$ cat src/verilog/eat_regs.svh
// Constants of the effective address and opcode trap unit: offsets, fields, resets.
// Assumes instruction bit 0 is the word MSB (bit 23 of the vector).
// Overview of operation
// - Tag value 2 asks for indexing, 1 for a trap, 3 for both.
// - Instruction bit 0 is ignored by all decoding.
// - Bit 1 selects indexing; bits 2-8 are the opcode, bit 2 marks trap.
// - Fixed-point bit 0 is the sign, 1 negative, fraction follows.
// - Arithmetic is two's complement, integer range -2^23 to 2^23-1.
// - Address modification follows fetch; the stored instruction is never changed.
// - Index adds X bits 10-23 to the 14-bit address, carry dropped.
// - Indexing adds no memory cycle.
// - Instruction bit 9 is the indirection flag.
// - Without indirection the (indexed) address field is final.
// - Indirection reads a word and redecodes its flags and address, not opcode.
// - Each indirection level costs exactly one extra memory cycle.
// - Indexing is honoured at every indirection level.
// - The operand comes from the final effective location.
// - Opcodes 100-177 octal trap to a subroutine picked by the code.
// - A trap writes the return address into location 00000.
// - Add or subtract overflow sets the overflow indicator.
`ifndef EAT_REGS_SVH
`define EAT_REGS_SVH
`define EAT_OFF_CTRL 12'h000
`define EAT_OFF_STATUS 12'h004
`define EAT_OFF_PC 12'h008
`define EAT_OFF_INDEX 12'h00C
`define EAT_OFF_ACC 12'h010
`define EAT_OFF_EA 12'h014
`define EAT_OFF_OPCODE 12'h018
`define EAT_OFF_ISTAT 12'h01C
`define EAT_OFF_IMASK 12'h020
`define EAT_OFF_LEVELS 12'h024
`define EAT_CTRL_START 0
`define EAT_ST_BUSY 0
`define EAT_ST_OVF 1
`define EAT_IRQ_DONE 0
`define EAT_IRQ_TRAP 1
`define EAT_IRQ_OVF 2
`define EAT_B_X 22
`define EAT_B_TRAP 21
`define EAT_OP_HI 21
`define EAT_OP_LO 15
`define EAT_B_IND 14
`define EAT_AD_HI 13
`define EAT_SIGN 23
`define EAT_OP_ADD 7'h2D
`define EAT_OP_SUB 7'h2C
`define EAT_OP_LOADA 7'h3E
`define EAT_PC_RST 14'h0000
`define EAT_TRAP_LOC 14'h0000
`endif

$ cat src/verilog/eat_pkg.sv
// Types of the effective address and opcode trap unit.
// Assumes a 24-bit word and 14-bit word address.
package eat_pkg;
  typedef logic [23:0] eat_word_t;
  typedef struct packed {
    logic trap;
    logic index;
    logic indirect;
    logic [6:0] opcode;
    logic [13:0] addr;
  } eat_fields_t;
  typedef struct packed {
    logic req;
    logic we;
    logic [13:0] addr;
    eat_word_t wdata;
  } eat_mem_req_t;
  typedef enum logic [2:0] {EAT_IDLE, EAT_FETCH, EAT_INDIR, EAT_OPER, EAT_TRAP} eat_state_t;
endpackage : eat_pkg

$ cat src/verilog/eat_addr_mod.sv
// Word decoder and index adder, purely combinational.
// Assumes the word and index come from logic on the same clock.
`timescale 1ns/100ps
`default_nettype none
`include "eat_regs.svh"
module eat_addr_mod (
  // Word under decode
  input wire eat_pkg::eat_word_t word,
  input wire eat_pkg::eat_word_t index,
  // Result
  output var eat_pkg::eat_fields_t fields,
  output logic [13:0] ea
);
  function automatic eat_pkg::eat_fields_t decode(input eat_pkg::eat_word_t w);
    eat_pkg::eat_fields_t d;
    // Top bit of the tag never looked at
    d.trap = w[`EAT_B_TRAP];
    d.index = w[`EAT_B_X];
    d.indirect = w[`EAT_B_IND];
    d.opcode = w[`EAT_OP_HI:`EAT_OP_LO];
    d.addr = w[`EAT_AD_HI:0];
    return d;
  endfunction : decode

  always_comb begin
    fields = decode(word);
    // 14-bit sum drops the carry; no cycle added
    ea = fields.index ? fields.addr + index[13:0] : fields.addr;
  end
endmodule : eat_addr_mod
`default_nettype wire

$ cat src/verilog/eat_fx_add.sv
// Fixed-point adder/subtracter with overflow.
// Assumes sign in the word MSB and two's complement operands.
`timescale 1ns/100ps
`default_nettype none
`include "eat_regs.svh"
module eat_fx_add (
  // Operands
  input wire eat_pkg::eat_word_t a,
  input wire eat_pkg::eat_word_t b,
  input wire logic sub,
  // Result
  output var eat_pkg::eat_word_t sum,
  output logic ovf
);
  eat_pkg::eat_word_t b_eff;

  always_comb begin
    b_eff = sub ? ~b : b;
    sum = a + b_eff + {{23{1'b0}}, sub};
    // Like signs in, other sign out
    ovf = (a[`EAT_SIGN] == b_eff[`EAT_SIGN]) && (sum[`EAT_SIGN] != a[`EAT_SIGN]);
  end
endmodule : eat_fx_add
`default_nettype wire

$ cat src/verilog/eat_top.sv
// Effective address and opcode trap unit with APB registers.
// Assumes a same-clock core memory: req held until a one-cycle ack.
//
// Added by the designer: register access over APB and the register offsets.
`timescale 1ns/100ps
`default_nettype none
`include "eat_regs.svh"
module eat_top (
  // Clock and reset
  input wire logic pclk,
  input wire logic presetn,
  // APB slave
  input wire logic psel,
  input wire logic penable,
  input wire logic pwrite,
  input wire logic [11:0] paddr,
  input wire logic [31:0] pwdata,
  output logic [31:0] prdata,
  output logic pready,
  output logic pslverr,
  // Core memory port
  output var eat_pkg::eat_mem_req_t mem_req,
  input wire logic mem_ack,
  input wire eat_pkg::eat_word_t mem_rdata,
  // Interrupt
  output logic irq
);
  eat_pkg::eat_state_t state;
  eat_pkg::eat_fields_t f;
  eat_pkg::eat_word_t index_reg;
  eat_pkg::eat_word_t acc_reg;
  eat_pkg::eat_word_t fx_sum;
  logic [13:0] pc_reg;
  logic [13:0] ea_reg;
  logic [13:0] ea_c;
  logic [6:0] op_reg;
  logic [6:0] op_now;
  logic [15:0] levels_reg;
  logic [2:0] istat_reg;
  logic [2:0] imask_reg;
  logic [2:0] ev_c;
  logic [31:0] rd_c;
  logic trap_reg;
  logic trap_now;
  logic ovf_reg;
  logic fx_ovf;
  logic proc;
  logic addr_ok;
  logic wr_en;
  logic start_c;
  logic fin_c;
  logic trap_fin;
  logic ovf_ev;

  function automatic logic need_op(input logic [6:0] op);
    need_op = (op == `EAT_OP_ADD) || (op == `EAT_OP_SUB) || (op == `EAT_OP_LOADA);
  endfunction : need_op

  eat_addr_mod u_mod (
    .word(mem_rdata),
    .index(index_reg),
    .fields(f),
    .ea(ea_c)
  );

  eat_fx_add u_add (
    .a(acc_reg),
    .b(mem_rdata),
    .sub(op_reg == `EAT_OP_SUB),
    .sum(fx_sum),
    .ovf(fx_ovf)
  );

  // Decision terms
  always_comb begin
    proc = mem_ack && (state == eat_pkg::EAT_FETCH || state == eat_pkg::EAT_INDIR);
    // Opcode of indirect words is ignored
    op_now = (state == eat_pkg::EAT_FETCH) ? f.opcode : op_reg;
    trap_now = (state == eat_pkg::EAT_FETCH) ? f.trap : trap_reg;
    trap_fin = (state == eat_pkg::EAT_TRAP) && mem_ack;
    fin_c = (proc && !f.indirect && !trap_now && !need_op(op_now))
      || (state == eat_pkg::EAT_OPER && mem_ack);
    ovf_ev = state == eat_pkg::EAT_OPER && mem_ack && fx_ovf
      && (op_reg == `EAT_OP_ADD || op_reg == `EAT_OP_SUB);
    ev_c = {ovf_ev, trap_fin, fin_c | trap_fin};
    wr_en = psel && penable && pwrite && pready && addr_ok;
    start_c = wr_en && paddr == `EAT_OFF_CTRL && pwdata[`EAT_CTRL_START];
  end

  // Read decode
  always_comb begin
    addr_ok = 1'b1;
    rd_c = 32'h0000_0000;
    case (paddr)
      `EAT_OFF_CTRL: rd_c = 32'h0000_0000;
      `EAT_OFF_STATUS: rd_c = {30'h0, ovf_reg, state != eat_pkg::EAT_IDLE};
      `EAT_OFF_PC: rd_c = {18'h0, pc_reg};
      `EAT_OFF_INDEX: rd_c = {8'h00, index_reg};
      `EAT_OFF_ACC: rd_c = {8'h00, acc_reg};
      `EAT_OFF_EA: rd_c = {18'h0, ea_reg};
      `EAT_OFF_OPCODE: rd_c = {25'h0, op_reg};
      `EAT_OFF_ISTAT: rd_c = {29'h0, istat_reg};
      `EAT_OFF_IMASK: rd_c = {29'h0, imask_reg};
      `EAT_OFF_LEVELS: rd_c = {16'h0000, levels_reg};
      default: addr_ok = 1'b0;
    endcase
  end

  // APB answer, one wait-free access phase
  always_ff @(posedge pclk or negedge presetn) begin
    if (!presetn) begin
      pready <= 1'b0;
      pslverr <= 1'b0;
      prdata <= 32'h0000_0000;
    end else begin
      pready <= psel && !penable;
      pslverr <= psel && !penable && !addr_ok;
      if (psel && !penable) begin
        prdata <= addr_ok ? rd_c : 32'h0000_0000;
      end
    end
  end

  // Address sequencer
  always_ff @(posedge pclk or negedge presetn) begin
    if (!presetn) begin
      state <= eat_pkg::EAT_IDLE;
      mem_req <= '0;
      ea_reg <= 14'h0000;
      op_reg <= 7'h00;
      trap_reg <= 1'b0;
      levels_reg <= 16'h0000;
    end else begin
      case (state)
        eat_pkg::EAT_IDLE: begin
          if (start_c) begin
            mem_req <= '{req: 1'b1, we: 1'b0, addr: pc_reg, wdata: 24'h00_0000};
            levels_reg <= 16'h0000;
            state <= eat_pkg::EAT_FETCH;
          end
        end
        eat_pkg::EAT_FETCH, eat_pkg::EAT_INDIR: begin
          if (mem_ack) begin
            if (state == eat_pkg::EAT_FETCH) begin
              op_reg <= f.opcode;
              trap_reg <= f.trap;
            end
            if (f.indirect) begin
              // One read per level, no depth limit
              mem_req.addr <= ea_c;
              levels_reg <= levels_reg + 16'h0001;
              state <= eat_pkg::EAT_INDIR;
            end else begin
              ea_reg <= ea_c;
              if (trap_now) begin
                // Return word: overflow in sign bit, caller address below
                mem_req <= '{req: 1'b1, we: 1'b1, addr: `EAT_TRAP_LOC,
                  wdata: {ovf_reg, 9'h000, pc_reg}};
                state <= eat_pkg::EAT_TRAP;
              end else if (need_op(op_now)) begin
                mem_req.addr <= ea_c;
                state <= eat_pkg::EAT_OPER;
              end else begin
                mem_req.req <= 1'b0;
                state <= eat_pkg::EAT_IDLE;
              end
            end
          end
        end
        eat_pkg::EAT_OPER, eat_pkg::EAT_TRAP: begin
          if (mem_ack) begin
            mem_req <= '0;
            state <= eat_pkg::EAT_IDLE;
          end
        end
        default: state <= eat_pkg::EAT_IDLE;
      endcase
    end
  end

  // Program address
  always_ff @(posedge pclk or negedge presetn) begin
    if (!presetn) begin
      pc_reg <= `EAT_PC_RST;
    end else if (trap_fin) begin
      pc_reg <= {7'h00, op_reg};
    end else if (fin_c) begin
      pc_reg <= pc_reg + 14'h0001;
    end else if (wr_en && paddr == `EAT_OFF_PC) begin
      pc_reg <= pwdata[13:0];
    end
  end

  // Index register, software loaded
  always_ff @(posedge pclk or negedge presetn) begin
    if (!presetn) begin
      index_reg <= 24'h00_0000;
    end else if (wr_en && paddr == `EAT_OFF_INDEX) begin
      index_reg <= pwdata[23:0];
    end
  end

  // Accumulator
  always_ff @(posedge pclk or negedge presetn) begin
    if (!presetn) begin
      acc_reg <= 24'h00_0000;
    end else if (state == eat_pkg::EAT_OPER && mem_ack) begin
      acc_reg <= (op_reg == `EAT_OP_LOADA) ? mem_rdata : fx_sum;
    end else if (wr_en && paddr == `EAT_OFF_ACC) begin
      acc_reg <= pwdata[23:0];
    end
  end

  // Overflow indicator: set wins over clear
  always_ff @(posedge pclk or negedge presetn) begin
    if (!presetn) begin
      ovf_reg <= 1'b0;
    end else if (ovf_ev) begin
      ovf_reg <= 1'b1;
    end else if (trap_fin) begin
      ovf_reg <= 1'b0;
    end else if (wr_en && paddr == `EAT_OFF_STATUS && pwdata[`EAT_ST_OVF]) begin
      ovf_reg <= 1'b0;
    end
  end

  // Sticky events, write one to clear
  always_ff @(posedge pclk or negedge presetn) begin
    if (!presetn) begin
      istat_reg <= 3'h0;
      imask_reg <= 3'h0;
      irq <= 1'b0;
    end else begin
      if (wr_en && paddr == `EAT_OFF_ISTAT) begin
        istat_reg <= (istat_reg & ~pwdata[2:0]) | ev_c;
      end else begin
        istat_reg <= istat_reg | ev_c;
      end
      if (wr_en && paddr == `EAT_OFF_IMASK) begin
        imask_reg <= pwdata[2:0];
      end
      irq <= |(istat_reg & imask_reg);
    end
  end
endmodule : eat_top
`default_nettype wire

$ cat config.mk
export PLATFORM = sky130hd
export DESIGN_NAME = eat_top
export DESIGN_NICKNAME = d
export VERILOG_FILES = /design/src/verilog/eat_pkg.sv /design/src/verilog/eat_addr_mod.sv /design/src/verilog/eat_fx_add.sv /design/src/verilog/eat_top.sv
export VERILOG_INCLUDE_DIRS = /design/src /design/src/verilog
export SDC_FILE = /design/constraint.sdc
export NUM_CORES = 1
export LEC_CHECK = 0
export BUFFER_PORTS_ARGS = -buffer_cell sky130_fd_sc_hd__buf_4
export CORE_UTILIZATION = 40
export DETAILED_ROUTE_END_ITERATION = 8
export HOLD_SLACK_MARGIN = 0.12
export PLACE_DENSITY = 0.65
export SLEW_MARGIN = 10
export SYNTH_ARGS = -nofsm -noshare
export SYNTH_HDL_FRONTEND = slang
export SYNTH_HIERARCHICAL = 1
export SYNTH_SLANG_ARGS = --single-unit
$ cat constraint.sdc
create_clock -name pclk -period 3.65 [get_ports pclk]
set_input_delay 0.5475 -clock pclk [delete_from_list [all_inputs] [get_ports pclk]]
set_output_delay 0.5475 -clock pclk [all_outputs]
set_load 0.02 [all_outputs]
# ---- Word-level counts from Yosys, hierarchy flattened
# Index checks and enable logic that the tools add are counted.
dict set report totals {
  register_bits 185
  inputBits 74
  output_inout_bits 75
  elab_cells 155
}
dict set report classes {
  add_sub_neg 5
  n_eq_ne 29
  muxes 41
  bitwise_logic 8
  reduce_logical 53
}
# op count
set op_table {}
lappend op_table {{$pmux 24 s9} 1}
lappend op_table {{$mux 24} 6}
lappend op_table {{$mux 40} 3}
lappend op_table {{$pmux 40 s3} 1}
lappend op_table {{$mux 14} 7}
lappend op_table {{$eq 12x5->1 const B} 4}
lappend op_table {{$mux 16} 3}
lappend op_table {{$eq 7x6->1 const B} 6}
lappend op_table {{$mux 32} 1}
lappend op_table {{$pmux 16 s2} 1}
lappend op_table {{$add 24x1->24} 1}
lappend op_table {{$add 24x24->24} 1}
lappend op_table {{$eq 12x4->1 const B} 2}
lappend op_table {{$eq 12x6->1 const B} 2}
lappend op_table {{$logic_and 1x1->1} 24}
lappend op_table {{$not 24->24} 1}
lappend op_table {{$mux 3} 6}
lappend op_table {{$add 16x1->16 const B} 1}
lappend op_table {{$add 14x1->14 const B} 1}
lappend op_table {{$add 14x14->14} 1}
lappend op_table {{$eq 12x3->1 const B} 1}
lappend op_table {{$logic_not 12->1} 1}
lappend op_table {{$ne 2x2->1 const B} 6}
lappend op_table {{$reduce_and 6->1} 2}
lappend op_table {{28 further kinds} 53}

# ---- Depth between registers and ports, before layout
# Gate-level depths: netlist of the first run.
dict set report logic_depth {
  depth_word 11
  ltp_mapped 16
  ltp_nobuf 14
}

# ---- Cells and area by module
# Netlist of the first run, hierarchy kept.
# mod n_inst cells_per_inst area_each_um2 seq_area_each_um2
set by_module_without_submodules {}
lappend by_module_without_submodules {eat_top 1 837 8758.4 4204.0}
lappend by_module_without_submodules {eat_fx_add 1 210 1600.3 0.0}
lappend by_module_without_submodules {eat_addr_mod 1 126 992.2 0.0}

# ---- Worst setup path after synthesis of the first run
# No wires, ideal clock.
dict set report synth_path {
  kind {flip-flop to flip-flop}
  from {register op_reg[6]}
  to {register ovf_reg}
  setup_ns 0.067
  t_arrival_ns 3.573
  required_ns 3.583
  path_slack_ns 0.010
  path_stages_with_launch 16
  n_path_buf 2
  synth_period_minus_slack_ns 3.640
  path_cell_list {dfrtp_1 nand4b_1 nor4_1 buf_6 clkbuf_1 xor2_1 ha_1 a21oi_1 o211ai_4 a211oi_4 o21ai_1 a41oi_2 mux2i_1 nand2_1 or3_1 nand2_1}
}
dict set report synth_via {
  elab_chain_cells 9
  elab_cells_between_ends 13
  classes_between {add/sub: 2; eq/ne: 4; mux: 2; reduce/logical: 5}
}
# element line_no
set synth_rtl {}
lappend synth_rtl {{start, declared} eat_top.sv:36} ;# logic [6:0] op_reg;
lappend synth_rtl {{start signal, assigned} eat_top.sv:145} ;# op_reg <= f.opcode;
lappend synth_rtl {{$eq 7x6->1 (no source line) (*)} -}
lappend synth_rtl {{$mux 24} eat_fx_add.sv:18} ;# b_eff = sub ? ~b : b;
lappend synth_rtl {{$add 24x24->24} eat_fx_add.sv:19} ;# sum = a + b_eff + {{23{1'b0}}, sub};
lappend synth_rtl {{$add 24x1->24} eat_fx_add.sv:19}
lappend synth_rtl {{$ne 1x1->1} eat_fx_add.sv:21} ;# ovf = (a[`EAT_SIGN] == b_eff[`EAT_SIGN]) && (sum[`EAT_SIGN] != a[`EAT_SIGN]);
lappend synth_rtl {{$logic_and 1x1->1 (*)} eat_fx_add.sv:21}
lappend synth_rtl {{net fx_ovf} eat_top.sv:46} ;# logic fx_ovf;
lappend synth_rtl {{$logic_and 1x1->1 (*) (2 in a row)} eat_top.sv:83} ;# ovf_ev = state == eat_pkg::EAT_OPER && mem_ack && fx_ovf
lappend synth_rtl {{$reduce_bool 3->1 (no source line) / $mux 1 (equally long branches)} -}
lappend synth_rtl {{end signal, assigned} eat_top.sv:217} ;# ovf_reg <= 1'b0;
lappend synth_rtl {{end signal, assigned} eat_top.sv:219} ;# ovf_reg <= 1'b1;
lappend synth_rtl {{end signal, assigned} eat_top.sv:221} ;# ovf_reg <= 1'b0;
lappend synth_rtl {{end, declared} eat_top.sv:45} ;# logic ovf_reg;
# Mark *: on every way through the listed nets, which the timed path passes. The rest lies on a longest branch.
# A chain may end at the register's enable or synchronous reset.

# ---- Final worst setup path of the first run
dict set report layout_path {
  from {register op_reg[6]}
  to {register acc_reg[19]}
}
dict set report layout_via {
  elab_chain_cells 6
  elab_cells_between_ends 7
  classes_between {add/sub: 2; eq/ne: 2; mux: 3}
}
# element line_no
set layout_rtl {}
lappend layout_rtl {{$eq 7x6->1 (no source line) (*)} -}
lappend layout_rtl {{$mux 24} eat_fx_add.sv:18}
lappend layout_rtl {{$add 24x24->24} eat_fx_add.sv:19}
lappend layout_rtl {{$add 24x1->24 (*)} eat_fx_add.sv:19}
lappend layout_rtl {{net fx_sum[19]} eat_top.sv:32} ;# eat_pkg::eat_word_t fx_sum;
lappend layout_rtl {{$mux 24 (*)} eat_top.sv:208} ;# acc_reg <= (op_reg == `EAT_OP_LOADA) ? mem_rdata : fx_sum;
lappend layout_rtl {{$mux 24 (*)} eat_top.sv:207} ;# end else if (state == eat_pkg::EAT_OPER && mem_ack) begin
lappend layout_rtl {{end signal, assigned} eat_top.sv:208}
lappend layout_rtl {{end signal, assigned} eat_top.sv:210} ;# acc_reg <= pwdata[23:0];
lappend layout_rtl {{end, declared} eat_top.sv:31} ;# eat_pkg::eat_word_t acc_reg;
# Marked as above.

==> impl_metrics.ini, run 1 <==
[logic_synthesis]
synth_area_mm2 = 0.0112
postSynthAreaPerCell_um2 = 9.70
synthCells = 1158
yosysWarnings = 6

[critical_path]
critical_path.most_common_cell = buf_4
worst_setup_path_end_kind = flip-flop
worstPathMaxFanout = 6
r2r_end = acc_reg[19]
timing.rr.start = op_reg[6]
cp-startpoint = op_reg[6]
required_ps = 3990
crit_buf_inv = 4
r2r_cells = 17
critPathLaunchType = flip-flop
r2r_setup_slack_ps = 130
crit_end = acc_reg[19]
cp_slowest_stage_delay_ps = 380
cp_data_arrival_time_ps = 3850
slowest_stage = dfrtp_1
path_depth = 17
cp_top_family = compound AO/OA/AOI/OAI gates
crit_type = flip-flop to flip-flop
cp_cell_sequence = nand4b_1 > nor4_2 > buf_4 > buf_6 > clkbuf_16 > xor2_2 > ha_4 > a21oi_4 > o21bai_4 > a211oi_4 > buf_4 > o2111ai_4 > a41oi_2 > xnor2_1 > mux2i_1 > o21ai_0 > mux2_4

[clocking]
clock_latency_ps = 460
cts_tree = yes
cts_max_level = 4
cts.sinks = 168
holdBufCountCts = 0
clkSlewWorstSetupHoldPaths_ps = 90
cts_inserted_buffers = 17
cts_buffer_depth = 2
root_buffer = clkbuf_16

[timing]
fin_setup_tns_ps = 0
whs_ps = 146
clock.fmax_mhz = 284
worst_pin_slew_ps = 829
fin_skew_ps = 19.1
maxSlewHeadroom_pct = 44.7
period_share_pct = 96.3
rsz0062_at_grt = yes
fin_crit_ps = 3520
setup_violations = 0
slew_viol_final = 0
hold_violations = 0

[power_and_ir_drop]
p_comb_share_pct = 10.3
switching_share_pct = 29.7
p_clk_share_pct = 45.4
p_sw_uw = 1280
p_leak_uw = 0.00644
p_int_uw = 3010
p_total_uw = 4290
irDropWorstVdd_v = 0.000201
powerDensity_mw_per_mm2 = 313
seqPwrFrac_pct = 44.4

[layout]
top_register = mem_req
stdcell_area_mm2 = 0.0137
final_cells = 1699
largest_register_ffs = 31
fin_nets = 1427
drive_gt1_share_pct = 30.4
antenna_cells = 0
areaGrowthSynthToFinish_pct = 21.8

[min_path]
hp-class = primary input to async pin

[placed_design]
dp_cells = 1657
io_buffers = 123
dp.final_hpwl_mm = 26.2
place_congestion = 0.914
dpl_cell_area_mm2 = 0.0128

[floorplan]
dieArea_mm2 = 0.0288
coreArea_mm2 = 0.0273
rows = 60
io_pins = 149
initial_utilization_pct = 41.2
dieHeight_um = 170
die_w_um = 170

[routing]
drc = 0
drt-pass1-iter-count = 6
dr.first_iter.drc_count = 992
drtAntennaViolNets = 0
drt-vias-per-instance = 5.76
wl_mm = 35.1
detail_route.wl_per_cell_um = 20.7
vias = 9782

[global_route]
grt.total_usage_pct = 24.6
first_global_vias = 9403
grt_pass1_wl_mm = 54.0
antenna_found_initial = 0
grt_max_degree = 85
grt.overflow.total = 0

[outcome]
status = completed

[job]
cap_violations = 0
## layout make-up
type / count / area [µm²]
clock buffers: 17 / 425
clock inverters: 15 / 209
fillers: 2570 / 13600
inverters: 23 / 86.3
multi-input cells: 897 / 6700
flip-flops and latches: 168 / 4200
well taps: 372 / 465
repair buffers: 207 / 1600
## cells in the final DEF, fill, tap and decap left out, types with 20 or more instances in the layout
cell type,n
buf_4,202
dfrtp_1,168
nand2_1,127
mux2_2,90
o21ai_0,88
nor2_1,64
a21oi_1,55
xor2_1,40
ha_1,32
mux2i_1,31
xnor2_1,25
inv_1,22
a22oi_1,22
nand3_1,20
nor3_1,20
a21o_1,20
## layer usage
layer,global-route usage (%),routed length [µm],vias up
li1,-,-,4538
met1,34.2,16100,4813
met2,38.3,15700,373
met3,3.66,2160,58
met4,9.64,1120,0
met5,0,0,-
## how the worst min path moves through the flow
| stage | start | endpoint | slack (ps) | cells past startpoint |
|---|---|---|---|---|
| 5_1_grt | presetn | pc_reg[11] | 200 | 1 |
| 4_1_cts | presetn | mem_req[11] | 190 | 1 |
| 3_3_place_gp | prdata[13] | prdata[13] | 460 | 1 |
| 2_1_floorplan | presetn | acc_reg[0] | 250 | 0 |
| 6_report | presetn | mem_req[11] | 150 | 1 |
| 3_5_place_dp | prdata[11] | prdata[11] | 470 | 1 |
## power groups by stage
| stage | Clock, µW | Combinational, µW | Sequential, µW |
|---|---|---|---|
| final | 1950 | 440 | 1900 |
| after global routing | 2050 | 477 | 1910 |
| after CTS | 1970 | 428 | 1900 |
| after detailed placement | 0 | 425 | 1940 |
| after global placement | 0 | 421 | 1940 |
| after floorplan | 0 | 212 | 1950 |
## per-stage QoR
step                util [%]  setup slack, ps
floorplan                  -             9.71
global placement        46.9              119
detailed placement      46.9             94.3
CTS                     49.2             41.3
global route            50.2            -95.2
finish                  50.2              134
## worst reg2reg max path, stage by stage, from the launching register on
cell,delay (ps)
dfrtp_1,380
nand4b_1,220
nor4_2,180
buf_4,210
buf_6,120
clkbuf_16,140
xor2_2,170
ha_4,250
a21oi_4,200
o21bai_4,90
a211oi_4,290
buf_4,180
o2111ai_4,130
a41oi_2,230
xnor2_1,100
mux2i_1,160
o21ai_0,90
mux2_4,270
## repair_timing
item | in CTS | in global routing
hold endpoints to repair | 0 | 0
gates resized for setup | 0 | 40
endpoints found under the setup margin | 0 | 13
setup buffers | 0 | 9
(Power assumes the default switching activity.)
==> run 2: changes to the inputs <==
Settings changed: SYNTH_HIERARCHICAL 1 to not set.
==> run 2 against run 1 <==
  * Setup slack improved by 4.3 ps
  * Sequential power increased by 3%
  * Flip-flop and latch count unchanged
  * Die area decreased by 5.9%
  * Total power increased by 0.54%
  * Clock-buffer cell count unchanged
  * Critical path type unchanged
==> impl_metrics.ini, run 2 <==
[outcome]
status = completed

[routing]
drt-pass1-iter-count = 7
drtAntennaViolNets = 0
drt-vias-per-instance = 5.98
vias = 9652
drc = 0
wl_mm = 34.0
detail_route.wl_per_cell_um = 21.1
dr.first_iter.drc_count = 957

[timing]
maxSlewHeadroom_pct = 22.2
rsz0062_at_grt = no
slew_viol_final = 0
whs_ps = 153
fin_setup_tns_ps = 0
setup_ws_ps = 138
clock.fmax_mhz = 285
setup_violations = 0
hold_violations = 0
period_share_pct = 96.2
fin_crit_ps = 3510
fin_skew_ps = 14.8
worst_pin_slew_ps = 1160

[critical_path]
cp_data_arrival_time_ps = 3820
slowest_stage = dfrtp_1
worstPathMaxFanout = 12
r2r_setup_slack_ps = 140
crit_type = flip-flop to flip-flop
critical_path.most_common_cell = o21ai_0
cp_cell_sequence = nand4b_1 > nor3_4 > buf_12 > xor2_1 > ha_1 > a2111oi_0 > o21ai_0 > a31o_2 > a21oi_1 > a31oi_1 > o21ai_1 > mux2i_1 > o21ai_0
cp_slowest_stage_delay_ps = 380
required_ps = 3950
critPathLaunchType = flip-flop
worst_setup_path_end_kind = flip-flop

[logic_synthesis]
synth-edff-count = 0
synth_area_mm2 = 0.0106
postSynthAreaPerCell_um2 = 9.22
ys_types = 77
synth_top_area_share_pct = 39.8
yosys.area.top_type = dfrtp_1
synth.top_cells.by_count = dfrtp_1, nand2_1, nor2_1
seq_area_frac_synth_pct = 39.8
ys.flop_type = dfrtp_1
async_reset_ff_share_pct = 100
yosysWarnings = 0
synthCells = 1146
synth-seq-cells = 168
netlist_top_cells_area = dfrtp_1, nand2_1, ha_1, mux2_2, o21ai_0
yosysMostFrequentCell = dfrtp_1

[global_route]
grt.overflow.total = 0
antenna_found_initial = 0
grt_max_degree = 75
grt.total_usage_pct = 25.5
first_global_vias = 8972
grt_pass1_wl_mm = 52.1

[clocking]
root_buffer = clkbuf_16
cts_inserted_buffers = 17
cts.sinks = 168
clkSlewWorstSetupHoldPaths_ps = 70
cts_max_level = 4
cts_tree = yes
clock_latency_ps = 440
cts_buffer_depth = 2

[placed_design]
dp_worst_setup_slack_ps = 41.3
place_congestion = 0.968
io_buffers = 123
dp.final_hpwl_mm = 25.6

[layout]
most-common-layout-cells = dfrtp_1, buf_4, nand2_1
fillers = 2470
top_register = mem_req
antenna_cells = 0
fin_nets = 1378
final_common_cell = dfrtp_1
largest_register_ffs = 31
areaGrowthSynthToFinish_pct = 18.9
final_util_pct = 48.4
drive_gt1_share_pct = 20.8

[min_path]
hp-class = primary input to async pin

[power_and_ir_drop]
irDropWorstVdd_v = 0.000230
switching_share_pct = 28.6
p_total_uw = 4310
p_clk_share_pct = 43.7
p_sw_uw = 1230
p_leak_uw = 0.00593
p_comb_share_pct = 10.8
p_int_uw = 3080
seqPwrFrac_pct = 45.5
powerDensity_mw_per_mm2 = 343

[floorplan]
rows = 59
dieArea_mm2 = 0.0271
initial_utilization_pct = 40.7
io_pins = 149
dieHeight_um = 165
die_w_um = 165
coreArea_mm2 = 0.0260

[job]
cap_violations = 0
## run 2: cell types whose count changed in the layout (fill, tap and decap cells not counted), sizes merged, moves of 8 or more
cell    previous run  this run
nand2            130       138
inv               33        25
a211oi             8        16
nand3             21        31
and3              11        20
nor2              64        81
a31oi              7        33
o21ai             96        80
mux2              97        40
mux2i             32        21
buf              206       165
## run 2: worst paths after layout
check | start | endpoint | depth (start not counted)
max in group asynchronous | presetn | mem_req[28] | 2
min | presetn | prdata[22] | 1
max | op_reg[6] | ovf_reg | 13
max reg2reg | op_reg[6] | ovf_reg | 13
min in group pclk | pwdata[15] | index_reg[15] | 2
min reg2reg | prdata[17] | prdata[17] | 2
## run 2: critical path: cells and delay by family (launching register included)
kind                     cells  cell delay (ps)
AO/OA/AOI/OAI                7             1500
XOR/XNOR                     1              190
adder cells (fa/ha/maj)      1              270
buffers and inverters        1              190
flip-flops                   1              380
multiplexers                 1              320
AND/OR/NAND/NOR              2              520
## run 2: area by class of cell
class                           instances  area, µm²  area share, %
Clock buffer                           17        425           3.39
Sequential cell                       168       4200           33.5
Clock inverter                         15        186           1.48
Multi-Input combinational cell        893       5950           47.4
Timing Repair Buffer                  166       1310           10.4
Tap cell                              335        419           3.34
Inverter                               19       71.3          0.568
## run 2: layer usage
| layer | up-vias | track usage (%) | part of all wire, % | routed length, µm |
|---|---|---|---|---|
| li1 | 4448 | - | - | - |
| met1 | 4730 | 35.3 | 44 | 15000 |
| met2 | 413 | 39.7 | 45 | 15400 |
| met3 | 61 | 5.12 | 8.0 | 2710 |
| met4 | 0 | 8.59 | 2.4 | 822 |
| met5 | - | 0 | 0 | 0 |
## run 2: timing repair
| item | 4_1_cts | 5_1_grt |
|---|---|---|
| endpoints found under the setup margin | 0 | 7 |
| hold buffers | 0 | 0 |
| endpoints found under the hold margin | 0 | 0 |
| gates resized for setup | 0 | 4 |
| buffers inserted | 0 | 1 |
## run 2: cells by family (layout without fill, tap and decap cells)
group | count (synthesis) | count (layout) | share of synthesized area, %
simple gates | 375 | 375 | 17.5
other cells | 1 | 17 | 0.0355
fa+ha+maj | 39 | 39 | 4.76
buf+inv | 101 | 217 | 4.70
xor+xnor | 65 | 65 | 5.39
flops | 168 | 168 | 39.8
mux | 61 | 61 | 6.25
compound gates | 336 | 336 | 21.5
## run 2: through the flow
stage	instances	area, µm²
after floorplan	1162	10600
after global placement	1579	11900
after detailed placement	1579	11900
after CTS	1611	12500
after global routing	1613	12600
final	1613	12600
## run 2: power by group through the flow
stage / logic (µW) / registers, µW / clock network (µW)
after floorplan: 210 / 2010 / 0
after global placement: 458 / 2000 / 0
after detailed placement: 464 / 2000 / 0
after CTS: 466 / 1960 / 1900
after global routing: 510 / 1970 / 1970
final: 465 / 1960 / 1890
